--- src/dps_pkg.sv ---
// Package for the direct position set-point logic: object indices, reset values, types
package dps_pkg;

  // Object dictionary indices
  localparam logic [15:0] IDX_CONTROL_WORD   = 16'h6040;
  localparam logic [15:0] IDX_STATUS_WORD    = 16'h6041;
  localparam logic [15:0] IDX_MODE_SELECT    = 16'h6060;
  localparam logic [15:0] IDX_MODE_DISPLAY   = 16'h6061;
  localparam logic [15:0] IDX_TARGET_POS     = 16'h607A;
  localparam logic [15:0] IDX_RANGE_LIMITS   = 16'h607B;
  localparam logic [15:0] IDX_SOFT_LIMITS    = 16'h607D;

  // Sub-indices of the two limit arrays
  localparam logic [7:0]  SUB_COUNT          = 8'h00;
  localparam logic [7:0]  SUB_MIN            = 8'h01;
  localparam logic [7:0]  SUB_MAX            = 8'h02;
  localparam logic [31:0] LIMIT_ENTRY_COUNT  = 32'h0000_0002;

  // Reset values
  localparam logic [15:0] CONTROL_WORD_RST   = 16'h0000;
  localparam logic [7:0]  MODE_RST           = 8'h00;
  localparam logic [31:0] TARGET_POS_RST     = 32'h0000_0000;
  localparam logic [31:0] LIMIT_MIN_RST      = 32'h8000_0000;
  localparam logic [31:0] LIMIT_MAX_RST      = 32'h7FFF_FFFF;

  // Mode selector values (signed 8-bit)
  localparam logic [7:0]  MODE_DIRECT_TRIG   = 8'hFD;
  localparam logic [7:0]  MODE_DIRECT_FREE   = 8'hFC;

  // Control word fields
  localparam int          CW_QUICK_STOP_N    = 2;
  localparam int          CW_NEW_SETPOINT    = 4;
  localparam int          CW_CHANGE_IMMED    = 5;
  localparam int          CW_HALT            = 8;
  localparam logic [3:0]  CW_ENABLE_OP       = 4'hF;

  // Status word fields
  localparam int          SW_OP_ENABLED      = 2;
  localparam int          SW_QUICK_STOP_N    = 5;
  localparam int          SW_TARGET_REACHED  = 10;
  localparam int          SW_SETPOINT_ACK    = 12;

  // Object access request from the fieldbus side
  typedef struct packed {
    logic        valid;
    logic        write;
    logic [15:0] index;
    logic [7:0]  subindex;
    logic [31:0] wdata;
  } dps_od_req_t;

  // Object access answer
  typedef struct packed {
    logic        ack;
    logic        err;
    logic [31:0] rdata;
  } dps_od_rsp_t;

  typedef enum logic [1:0] {
    MV_IDLE,
    MV_RUN,
    MV_QUEUED
  } dps_move_t;

endpackage

--- src/dps_setpoint.sv ---
// Direct position set-point acceptance, limiting and sequencing
`timescale 1ns/1ps
`default_nettype none

module dps_setpoint (
  input  wire logic                 CLK_SYS,
  input  wire logic                 RST_B,
  input  wire dps_pkg::dps_od_req_t OD_REQ,
  output var dps_pkg::dps_od_rsp_t  OD_RSP,
  input  wire logic signed [31:0]   POS_ACTUAL,
  input  wire logic [31:0]          POS_WINDOW,
  input  wire logic signed [31:0]   HOME_POSITION,
  output logic signed [31:0]        POS_DEMAND,
  output logic                      MOVE_ACTIVE,
  output logic [15:0]               STATUS_WORD
);

  ////////////////////////////////////////////////////////////////////////////
  // Helpers

  function automatic logic signed [32:0] clamp33(input logic signed [32:0] v,
                                                 input logic signed [32:0] lo,
                                                 input logic signed [32:0] hi);
    logic signed [32:0] r;
    r = v;
    if (r < lo) begin
      r = lo;
    end
    if (r > hi) begin
      r = hi;
    end
    return r;
  endfunction

  function automatic logic signed [32:0] sx33(input logic [31:0] v);
    return {v[31], v};
  endfunction

  ////////////////////////////////////////////////////////////////////////////
  // Object storage

  logic [15:0]        control_word_reg;
  logic [7:0]         mode_select_reg;
  logic [7:0]         mode_display_reg;
  logic [31:0]        target_pos_reg;
  logic [31:0]        range_min_reg;
  logic [31:0]        range_max_reg;
  logic [31:0]        soft_min_reg;
  logic [31:0]        soft_max_reg;
  logic signed [31:0] demand_reg;
  logic signed [31:0] pend_reg;
  logic               sp_ack_reg;
  logic               reached_reg;
  dps_pkg::dps_move_t move_reg;
  dps_pkg::dps_od_rsp_t rsp_reg;

  logic wr;
  logic cw_wr;
  logic tp_wr;
  logic enabled;
  logic trig_edge;
  logic trig_change;
  logic accept;
  logic immed;
  logic signed [31:0] sp_raw;
  logic signed [31:0] sp_lim;
  logic signed [32:0] soft_lo;
  logic signed [32:0] soft_hi;
  logic signed [32:0] pos_err;
  logic [32:0]        pos_err_abs;
  logic               in_window;
  logic               move_done;

  assign wr    = OD_REQ.valid & OD_REQ.write;
  assign cw_wr = wr & (OD_REQ.index == dps_pkg::IDX_CONTROL_WORD);
  assign tp_wr = wr & (OD_REQ.index == dps_pkg::IDX_TARGET_POS);

  // Halt (bit 8) takes no part here; quick stop and enable gate all motion
  assign enabled = (control_word_reg[3:0] == dps_pkg::CW_ENABLE_OP);

  // Edge against the bit held from the previous write
  assign trig_edge = (mode_select_reg == dps_pkg::MODE_DIRECT_TRIG) & cw_wr
                   & OD_REQ.wdata[dps_pkg::CW_NEW_SETPOINT]
                   & ~control_word_reg[dps_pkg::CW_NEW_SETPOINT];

  // Untriggered mode: a write that changes the target is the trigger
  assign trig_change = (mode_select_reg == dps_pkg::MODE_DIRECT_FREE) & tp_wr
                     & (OD_REQ.wdata != target_pos_reg);

  // Triggered mode takes the stored target; untriggered takes the new value
  assign sp_raw = trig_change ? $signed(OD_REQ.wdata) : $signed(target_pos_reg);
  assign immed  = trig_edge ? OD_REQ.wdata[dps_pkg::CW_CHANGE_IMMED]
                            : control_word_reg[dps_pkg::CW_CHANGE_IMMED];

  // Soft limits are home-relative; range limits applied last keep the result in 32 bits
  assign soft_lo = sx33(soft_min_reg) + sx33(HOME_POSITION);
  assign soft_hi = sx33(soft_max_reg) + sx33(HOME_POSITION);
  assign sp_lim  = 32'(clamp33(clamp33(sx33(sp_raw), soft_lo, soft_hi),
                               sx33(range_min_reg), sx33(range_max_reg)));

  // A third set point without change-immediately while two are held is refused; the host waits on acknowledge
  assign accept = enabled & control_word_reg[dps_pkg::CW_QUICK_STOP_N]
                & (trig_edge | trig_change) & (immed | (move_reg != dps_pkg::MV_QUEUED));

  assign pos_err     = sx33(POS_ACTUAL) - sx33(demand_reg);
  assign pos_err_abs = pos_err[32] ? 33'(-pos_err) : 33'(pos_err);
  assign in_window   = (pos_err_abs <= {1'b0, POS_WINDOW});
  assign move_done   = (move_reg != dps_pkg::MV_IDLE) & in_window;

  ////////////////////////////////////////////////////////////////////////////
  // Object writes

  always_ff @(posedge CLK_SYS) begin
    if (!RST_B) begin
      control_word_reg <= dps_pkg::CONTROL_WORD_RST;
      mode_select_reg  <= dps_pkg::MODE_RST;
    end else if (cw_wr) begin
      control_word_reg <= OD_REQ.wdata[15:0];
    end else if (wr && OD_REQ.index == dps_pkg::IDX_MODE_SELECT) begin
      mode_select_reg  <= OD_REQ.wdata[7:0];
    end
  end

  always_ff @(posedge CLK_SYS) begin
    if (!RST_B) begin
      target_pos_reg <= dps_pkg::TARGET_POS_RST;
    end else if (tp_wr) begin
      target_pos_reg <= OD_REQ.wdata;
    end
  end

  always_ff @(posedge CLK_SYS) begin
    if (!RST_B) begin
      range_min_reg <= dps_pkg::LIMIT_MIN_RST;
      range_max_reg <= dps_pkg::LIMIT_MAX_RST;
      soft_min_reg  <= dps_pkg::LIMIT_MIN_RST;
      soft_max_reg  <= dps_pkg::LIMIT_MAX_RST;
    end else if (wr && OD_REQ.index == dps_pkg::IDX_RANGE_LIMITS) begin
      if (OD_REQ.subindex == dps_pkg::SUB_MIN) begin
        range_min_reg <= OD_REQ.wdata;
      end else if (OD_REQ.subindex == dps_pkg::SUB_MAX) begin
        range_max_reg <= OD_REQ.wdata;
      end
    end else if (wr && OD_REQ.index == dps_pkg::IDX_SOFT_LIMITS) begin
      if (OD_REQ.subindex == dps_pkg::SUB_MIN) begin
        soft_min_reg <= OD_REQ.wdata;
      end else if (OD_REQ.subindex == dps_pkg::SUB_MAX) begin
        soft_max_reg <= OD_REQ.wdata;
      end
    end
  end

  // Display lags the selector by one cycle; the set-point logic obeys the selector directly
  always_ff @(posedge CLK_SYS) begin
    if (!RST_B) begin
      mode_display_reg <= dps_pkg::MODE_RST;
    end else begin
      mode_display_reg <= mode_select_reg;
    end
  end

  ////////////////////////////////////////////////////////////////////////////
  // Move sequencing

  always_ff @(posedge CLK_SYS) begin
    if (!RST_B) begin
      move_reg   <= dps_pkg::MV_IDLE;
      demand_reg <= '0;
      pend_reg   <= '0;
    end else if (!enabled || !control_word_reg[dps_pkg::CW_QUICK_STOP_N]) begin
      // Disabled or quick stop: hold the axis where it is and drop the queue
      move_reg   <= dps_pkg::MV_IDLE;
      demand_reg <= POS_ACTUAL;
    end else begin
      case (move_reg)
        dps_pkg::MV_IDLE: begin
          if (accept) begin
            move_reg   <= dps_pkg::MV_RUN;
            demand_reg <= sp_lim;
          end
        end
        dps_pkg::MV_RUN: begin
          if (accept && immed) begin
            demand_reg <= sp_lim;
          end else if (accept) begin
            move_reg <= dps_pkg::MV_QUEUED;
            pend_reg <= sp_lim;
          end else if (move_done) begin
            move_reg <= dps_pkg::MV_IDLE;
          end
        end
        dps_pkg::MV_QUEUED: begin
          if (accept) begin
            move_reg   <= dps_pkg::MV_RUN;
            demand_reg <= sp_lim;
          end else if (move_done) begin
            move_reg   <= dps_pkg::MV_RUN;
            demand_reg <= pend_reg;
          end
        end
        default: begin
          move_reg <= dps_pkg::MV_IDLE;
        end
      endcase
    end
  end

  // Acceptance wins over completion in the same cycle
  always_ff @(posedge CLK_SYS) begin
    if (!RST_B) begin
      sp_ack_reg <= 1'b0;
    end else if (accept) begin
      sp_ack_reg <= 1'b1;
    end else if (move_done || !enabled) begin
      sp_ack_reg <= 1'b0;
    end
  end

  // Not reached while a queued move still waits
  always_ff @(posedge CLK_SYS) begin
    if (!RST_B) begin
      reached_reg <= 1'b0;
    end else begin
      reached_reg <= in_window & (move_reg != dps_pkg::MV_QUEUED);
    end
  end

  ////////////////////////////////////////////////////////////////////////////
  // Object reads

  always_comb begin
    STATUS_WORD = '0;
    STATUS_WORD[dps_pkg::SW_OP_ENABLED]     = enabled;
    STATUS_WORD[dps_pkg::SW_QUICK_STOP_N]   = control_word_reg[dps_pkg::CW_QUICK_STOP_N];
    STATUS_WORD[dps_pkg::SW_TARGET_REACHED] = reached_reg;
    STATUS_WORD[dps_pkg::SW_SETPOINT_ACK]   = sp_ack_reg;
  end

  // Unknown objects, bad sub-indices of the limit arrays and writes to read-only entries answer with err
  always_ff @(posedge CLK_SYS) begin
    if (!RST_B) begin
      rsp_reg <= '0;
    end else begin
      rsp_reg.ack   <= OD_REQ.valid;
      rsp_reg.err   <= 1'b0;
      rsp_reg.rdata <= '0;
      if (OD_REQ.valid) begin
        case (OD_REQ.index)
          dps_pkg::IDX_CONTROL_WORD: rsp_reg.rdata <= {16'h0000, control_word_reg};
          dps_pkg::IDX_STATUS_WORD: begin
            rsp_reg.rdata <= {16'h0000, STATUS_WORD};
            rsp_reg.err   <= OD_REQ.write;
          end
          dps_pkg::IDX_MODE_SELECT: rsp_reg.rdata <= {{24{mode_select_reg[7]}}, mode_select_reg};
          dps_pkg::IDX_MODE_DISPLAY: begin
            rsp_reg.rdata <= {{24{mode_display_reg[7]}}, mode_display_reg};
            rsp_reg.err   <= OD_REQ.write;
          end
          dps_pkg::IDX_TARGET_POS: rsp_reg.rdata <= target_pos_reg;
          dps_pkg::IDX_RANGE_LIMITS, dps_pkg::IDX_SOFT_LIMITS: begin
            case (OD_REQ.subindex)
              dps_pkg::SUB_COUNT: begin
                rsp_reg.rdata <= dps_pkg::LIMIT_ENTRY_COUNT;
                rsp_reg.err   <= OD_REQ.write;
              end
              dps_pkg::SUB_MIN: rsp_reg.rdata <= (OD_REQ.index == dps_pkg::IDX_RANGE_LIMITS) ?
                                                  range_min_reg : soft_min_reg;
              dps_pkg::SUB_MAX: rsp_reg.rdata <= (OD_REQ.index == dps_pkg::IDX_RANGE_LIMITS) ?
                                                  range_max_reg : soft_max_reg;
              default: rsp_reg.err <= 1'b1;
            endcase
          end
          default: rsp_reg.err <= 1'b1;
        endcase
      end
    end
  end

  assign OD_RSP      = rsp_reg;
  assign POS_DEMAND  = demand_reg;
  assign MOVE_ACTIVE = (move_reg != dps_pkg::MV_IDLE);

  ////////////////////////////////////////////////////////////////////////////
  // Checks

  chk_trig_edge_only: assert property (@(posedge CLK_SYS) disable iff (!RST_B)
    (accept && mode_select_reg == dps_pkg::MODE_DIRECT_TRIG) |->
      (cw_wr && !control_word_reg[dps_pkg::CW_NEW_SETPOINT]))
    else $error("triggered set point taken without a rising edge");

  chk_no_edge_hold: assert property (@(posedge CLK_SYS) disable iff (!RST_B)
    $rose(sp_ack_reg) && mode_select_reg == dps_pkg::MODE_DIRECT_TRIG |->
      $past(OD_REQ.wdata[dps_pkg::CW_NEW_SETPOINT]) && $past(cw_wr))
    else $error("acknowledge rose without a new set point edge");

  chk_free_change: assert property (@(posedge CLK_SYS) disable iff (!RST_B)
    (trig_change && accept && move_reg == dps_pkg::MV_IDLE) |=>
      (POS_DEMAND == $past(sp_lim)) && MOVE_ACTIVE)
    else $error("changed target did not start a move");

  chk_immed_start: assert property (@(posedge CLK_SYS) disable iff (!RST_B)
    (accept && immed && move_reg != dps_pkg::MV_IDLE) |=>
      (POS_DEMAND == $past(sp_lim)) && move_reg == dps_pkg::MV_RUN)
    else $error("immediate set point did not replace the running move");

  chk_queue_hold: assert property (@(posedge CLK_SYS) disable iff (!RST_B)
    (accept && !immed && move_reg == dps_pkg::MV_RUN) |=>
      $stable(POS_DEMAND) && move_reg == dps_pkg::MV_QUEUED)
    else $error("queued set point disturbed the running move");

  chk_range_clamp: assert property (@(posedge CLK_SYS) disable iff (!RST_B)
    accept |-> (sp_lim >= $signed(range_min_reg)) && (sp_lim <= $signed(range_max_reg)))
    else $error("set point outside range limits");

  chk_soft_clamp: assert property (@(posedge CLK_SYS) disable iff (!RST_B)
    (accept && soft_lo <= soft_hi && soft_lo >= sx33(range_min_reg) && soft_hi <= sx33(range_max_reg)) |->
      (sx33(sp_lim) >= soft_lo) && (sx33(sp_lim) <= soft_hi))
    else $error("set point outside home-relative soft limits");

  chk_mode_display: assert property (@(posedge CLK_SYS) disable iff (!RST_B)
    ##1 (mode_display_reg == $past(mode_select_reg)))
    else $error("mode display does not follow the mode in effect");

  chk_ack_clear: assert property (@(posedge CLK_SYS) disable iff (!RST_B)
    (move_done && !accept && enabled) |=> !sp_ack_reg)
    else $error("acknowledge not cleared on move completion");

  chk_reached_win: assert property (@(posedge CLK_SYS) disable iff (!RST_B)
    STATUS_WORD[dps_pkg::SW_TARGET_REACHED] |-> $past(sx33(POS_ACTUAL) - sx33(POS_DEMAND) <= $signed({1'b0, POS_WINDOW})
      && sx33(POS_DEMAND) - sx33(POS_ACTUAL) <= $signed({1'b0, POS_WINDOW})))
    else $error("target reached shown outside the position window");

endmodule

`default_nettype wire

--- config.mk ---
export PLATFORM = sky130hd
export DESIGN_NAME = dps_setpoint
export DESIGN_NICKNAME = d
export VERILOG_FILES = /design/src/dps_pkg.sv /design/src/dps_setpoint.sv
export SDC_FILE = /design/constraint.sdc
export NUM_CORES = 1
export LEC_CHECK = 0
export ABC_AREA = 1
export BUFFER_PORTS_ARGS = -buffer_cell sky130_fd_sc_hd__buf_2
export CORE_MARGIN = 2
export CORE_UTILIZATION = 55
export DETAILED_ROUTE_END_ITERATION = 16
export HOLD_SLACK_MARGIN = 0.02
export PLACE_DENSITY_LB_ADDON = 0.15
export SLEW_MARGIN = 0
export SYNTH_ARGS = -nofsm -noshare
export SYNTH_HDL_FRONTEND = slang
export SYNTH_SLANG_ARGS = --single-unit
--- constraint.sdc ---
create_clock -name CLK_SYS -period 15.15 [get_ports CLK_SYS]
set_clock_uncertainty 0.1 [all_clocks]
set_input_delay 1.515 -clock CLK_SYS [delete_from_list [all_inputs] [get_ports CLK_SYS]]
set_output_delay 1.515 -clock CLK_SYS [all_outputs]
set_load 0.02 [all_outputs]
# --- Word level (Yosys, flattened, before mapping) ---
# Index checks and enable logic that the tools add are counted.
op_classes:
  addsub: 4
  order_cmp: 5
  eq_ne: 23
  n_mux: 28
  bitwise: 22
  reduce_logical: 27
ops:
  columns: ["cell", "n"]
  rows:
  - ["32-bit two-way mux", 9]
  - ["32-bit one-hot mux with 3 select lines", 2]
  - ["32-bit one-hot mux with 6 select lines", 1]
  - ["33-bit two-way mux", 4]
  - ["16-bit by 15-bit equality test with 1-bit output (second input constant)", 7]
  - ["32-bit by 32-bit adder with 33-bit output", 2]
  - ["33-bit by 32-bit greater-than comparator with 1-bit output", 1]
  - ["33-bit greater-than comparator", 1]
  - ["33-bit by 32-bit less-or-equal comparator with 1-bit output", 1]
  - ["32-bit by 33-bit < comparator with 1-bit output", 1]
  - ["33-bit by 32-bit < comparator with 1-bit output", 1]
  - ["33-bit negator", 1]
  - ["32-bit by 32-bit subtractor with 33-bit output", 1]
  - ["32-bit inequality test", 1]
  - ["8-bit equality test (second input constant)", 2]
  - ["4-bit AND reduction", 4]
  - ["1-bit bitwise AND", 13]
  - ["2-bit two-way mux", 6]
  - ["3-bit inequality test (second input constant)", 4]
  - ["8-bit by 1-bit equality test with 1-bit output (second input constant)", 1]
  - ["8-bit by 2-bit equality test with 1-bit output (second input constant)", 1]
  - ["8-bit logical NOT", 1]
  - ["2-bit OR reduction", 4]
  - ["1-bit inverter", 7]
  - ["19 further kinds", 33]
totals:
  ff_bits: 294
  output_inout_bits: 83
  elab_cells: 125

# --- Longest topological paths before layout ---
logic_depth:
  ltp_word: 16
  depth_mapped: 84
  mapped_depth_nobuf: 79

# --- Worst setup path before layout ---
# OpenSTA, ideal clock, no wires.
synth_timing:
  path_type: "input to register"
  startpoint: "in HOME_POSITION[2]"
  endpoint: "reg demand_reg[11] (netlist: POS_DEMAND[11])"
  setup_time_ns: 0.066
  t_arrival_ns: 11.323
  t_required_ns: 14.984
  path_slack_ns: 3.661
  cell_stages: 80
  path_buffers: 6
  cell_sequence: "ha_1 -> a21oi_1 -> nand2_1 -> nand2_1 -> o211ai_1 -> a21boi_1 -> o21ai_1 -> a21boi_0 -> o21ai_1 -> a21oi_1 -> o21ai_2 -> nand2_1 -> nand2_1 -> nand3_1 -> nand2_1 -> xor2_1 -> ha_1 -> nand2_1 -> [44 not listed] -> o21ai_0 -> a221o_1 -> a21oi_1 -> o21ai_0 -> nand2_1 -> o2111ai_1 -> nand2_1 -> o311ai_0 -> nand2_1 -> nand2_1 -> nand3_1 -> nand2_1 -> inv_1 -> buf_2 -> nand3_2 -> nand3_1 -> nand2_1 -> a21oi_2"
synth_between:
  elab_chain_cells: 12
  elab_cells_between_ends: 15
synth_rtl:
  columns: ["item", "line_no", "source"]
  rows:
  - ["start, declared", "dps_setpoint.sv:12", "input wire logic signed [31:0] HOME_POSITION,"]
  - ["32-bit by 32-bit adder with 33-bit output", "dps_setpoint.sv:96", "assign soft_lo = sx33(soft_min_reg) + sx33(HOME_POSITION);"]
  - ["32-bit by 33-bit < comparator with 1-bit output", "dps_setpoint.sv:26", "if (r < lo) begin"]
  - ["33-bit two-way mux", "dps_setpoint.sv:26", null]
  - ["33-bit greater-than comparator", "dps_setpoint.sv:29", "if (r > hi) begin"]
  - ["33-bit two-way mux (*)", "dps_setpoint.sv:29", null]
  - ["33-bit by 32-bit < comparator with 1-bit output", "dps_setpoint.sv:26", null]
  - ["33-bit two-way mux (*)", "dps_setpoint.sv:26", null]
  - ["33-bit by 32-bit greater-than comparator with 1-bit output", "dps_setpoint.sv:29", null]
  - ["32-bit two-way mux (*)", "dps_setpoint.sv:29", null]
  - ["32-bit two-way mux, on equally long branches", "dps_setpoint.sv:193, dps_setpoint.sv:177, dps_setpoint.sv:183", null]
  - ["32-bit one-hot mux with 3 select lines (*)", "dps_setpoint.sv:175", "case (move_reg)"]
  - ["32-bit two-way mux (*)", "dps_setpoint.sv:170", "end else if (!enabled || !control_word_reg[dps_pkg::CW_QUICK_STOP_N]) begin"]
  - ["end signal, assigned", "dps_setpoint.sv:179", "demand_reg <= sp_lim;"]
  - ["end signal, assigned", "dps_setpoint.sv:195", "demand_reg <= sp_lim;"]
  - ["end signal, assigned", "dps_setpoint.sv:198", "demand_reg <= pend_reg;"]
  - ["end, declared", "dps_setpoint.sv:50", "logic signed [31:0] demand_reg;"]
# Mark *: on every way between the ends. The rest lies on a longest branch, timed or not. The select of a mux whose other input is x is not followed.
# A chain may end at the register's enable or synchronous reset.

# --- Final worst setup path ---
layout_timing:
  startpoint: "in HOME_POSITION[2]"
  endpoint: "reg demand_reg[1] (netlist: POS_DEMAND[1])"
# Same word-level chain as after synthesis.

==> qor.yml <==
critical_path:
  critPathBufInv: 8
  cp_top_family: "simple AND/OR/NAND/NOR gates"
  reg2regPathDepth: 71
  r2r-end: "POS_DEMAND[1]$_SDFFE_PN0P_"
  crit_fanout: 33
  worstSetupEndpointType: "flop"
  arrival_ps: 14410
  slowest_stage: "o21ai_0"
  rrSetupSlack_ps: 1850
  crit_type: "primary input to flop"
  start_kind: "primary input"
  r2r_start: "soft_min_reg[2]$_SDFFE_PN0P_"
  slowest_delay_ps: 580
  crit_required_ps: 15500
  cp_common_cell: "nand2_1"
cells_and_area:
  drive_gt1_share_pct: 14.3
  nFillCells: 4411
  area_growth_pct: 9.84
  final_core_util_pct: 61.0
  fin_nets: 4225
  largest_register_ffs: 34
power_and_ir_drop:
  p_leak_nw: 13.4
  powerDensity_nw_per_um2: 104
  clock_power_share_pct: 29.1
  power.switching_mw: 1.16
  seq_power_share_pct: 27.2
  p_comb_share_pct: 43.6
  switching_share_pct: 40.3
  finalPower_mw: 2.87
  ir_drop_uv: 123
  p_int_mw: 1.72
route:
  drc: 0
  postRouteWirelength_microns: 82000
  highest_layer: "met5"
  dr.pass1.iters: 6
  vias: 25200
  dr_wl_met3_microns: 8280
  dr_wl_met2_microns: 34600
  viasPerCell: 5.69
  drt_iter0_drc: 2747
  postRouteAntennaNets: 0
  wl_per_cell_microns: 18.5
  wl_met1_microns: 36400
worst_hold_path:
  min_path_cells: 2
  hold_start: "mode_select_reg[6]$_SDFFE_PN0P_"
  hold_path.class: "flop to flop"
  holdPathEnd: "mode_display_reg[6]$_SDFF_PN0_"
logic_synthesis:
  ys_seq_area_share_pct: 23.4
  synth.area.top_cells: "dfxtp_1 (23%), ha_1 (13%), nand2_1 (9.2%), a21oi_1 (7.6%), inv_1 (7.0%)"
  ys_types: 60
  ys_top_cells_by_count: "nand2_1 (615), inv_1 (471), a21oi_1 (381), o21ai_0 (351), dfxtp_1 (294)"
  postSynthCellCount: 3674
  synth_top_area_share_pct: 23.4
  synth.most_common_cell: "nand2_1"
  yosys_warnings: 0
  async_reset_ff_share_pct: 0
  synth_seq_cells: 294
  syn_area_sq_um: 25200
  avgSynthCellArea_sq_um: 6.85
  yosys.area.top_type: "dfxtp_1"
  synth_edf_count: 0
  ys.flop_type: "dfxtp_1"
floorplan:
  ios: 239
  rows: 78
  coreArea_sq_um: 45300
  dieArea_sq_um: 47500
  die_y_microns: 218
  initial_utilization_pct: 55.5
  die_w_microns: 218
timing:
  fin_crit_sh_pct: 92.8
  setup_viol: 0
  relSlewSlack_pct: 22.0
  fin_setup_tns_ps: 0
  max_freq_ghz: 0.0711
  fin_crit_ps: 14060
  worst_slack_ps: 1090
  final-max-slew-violation-count: 0
  hold_violations: 0
  worstMarginPinSlew_ps: 1170
  rsz0062_at_grt: "false"
clocking:
  clockBufferDepth: 3
  cts_tree: "yes"
  ctsHtreeMaxLevel: 2
  clock_latency_ps: 540
  post_cts_resize_count: 0
  clockRootBuffer: "clkbuf_16"
  cts.sinks: 294
  clk_pin_slew_ps: 60
  cts_hold_buffers: 0
  cts_buffers: 34
  cts_setup_buffers: 0
global_routing:
  grt_usage_pct: 33.6
  antenna_found_initial: 1
  grt_pass1_wl_microns: 126000
  grt_max_degree: 91
  grt_overflow: 0
  first_global_vias: 22900
job:
  drv_cap: 0
place:
  dp_slack_ps: 722
  dp_hpwl_microns: 64100
  gp_congestion: 0.975
  io_buffers: 226
run_status:
  status: "completed"
-- power by group through the flow --
stage                     clock, mW  sequential [mW]  combinational (mW)
after floorplan                   0            0.804               0.962
after global placement            0            0.799                1.22
after detailed placement          0            0.799                1.23
after CTS                     0.840            0.782                1.24
after global routing          0.870            0.783                1.40
final                         0.836            0.782                1.25
-- how the worst max path moves through the flow --
stage                           startpoint                     endpoint  slack [ps]  cells past startpoint
after global placement    HOME_POSITION[3]  POS_DEMAND[28]$_SDFFE_PN0P_         960                     71
final                     HOME_POSITION[2]   POS_DEMAND[1]$_SDFFE_PN0P_        1090                     72
after floorplan           HOME_POSITION[2]  POS_DEMAND[11]$_SDFFE_PN0P_        3660                     80
after global routing      HOME_POSITION[3]   POS_DEMAND[0]$_SDFFE_PN0P_          30                     72
after CTS                 HOME_POSITION[3]   POS_DEMAND[0]$_SDFFE_PN0P_        1250                     70
after detailed placement  HOME_POSITION[3]   POS_DEMAND[0]$_SDFFE_PN0P_         720                     70
-- routing by layer --
layer	vias up	global-route usage, %
met3	143	5.79
met5	-	0
met4	2	11.0
met1	11300	47.4
met2	1121	51.7
li1	12700	-
-- worst register-to-register path, delay by kind of cell (launching register included) --
family,cells,cell delay (ps)
xor gates and xnor gates,1,230
adders and majority gates,5,1620
DFF,1,400
and+or+nand+nor,34,4910
buffers and inverters,7,1500
AOI/OAI and AO/OA,24,4450
-- cell usage in the layout, fill, tap and decap left out, types with 34 or more instances in the layout --
cell         n
a211oi_1    72
a21oi_1    381
a21oi_2     34
buf_2      225
clkbuf_16   35
dfxtp_1    294
ha_1       262
inv_1      470
inv_2       41
nand2_1    614
nand3_1    136
nand3_2     99
nor2_1     237
nor3_1      46
o211ai_1    76
o21ai_0    351
xnor2_1     59
xor2_1      79
-- cell type report --
type | instances | area [sq um] | share of cell area, %
antenna | 1 | 2.50 | 0.00906
clock buffer | 50 | 1040 | 3.77
clock inverter | 7 | 73.8 | 0.267
inverter | 513 | 1930 | 6.97
multi-input combinational | 2705 | 16600 | 60.0
sequential | 294 | 5890 | 21.3
tap | 600 | 751 | 2.72
timing repair buffer | 256 | 1360 | 4.92
-- stage by stage --
step                hold WS [ps]  instances  cell area, sq um
floorplan                    317       3685             25200
global placement             339       4368             26500
detailed placement           344       4368             26500
global route                 378       4425             27600
finish                       352       4426             27600
CTS                          353       4425             27600
-- cell families after synthesis --
logic type | after synthesis | synth area share [%]
buffers and inverters | 686 | 11.1
AO/OA/AOI/OAI | 1020 | 23.5
AND/OR/NAND/NOR | 1270 | 24.0
flip-flops | 294 | 23.4
XOR/XNOR | 138 | 4.81
other | 1 | 0.0149
adder cells (fa/ha/maj) | 265 | 13.3
(Power assumes the default switching activity.)
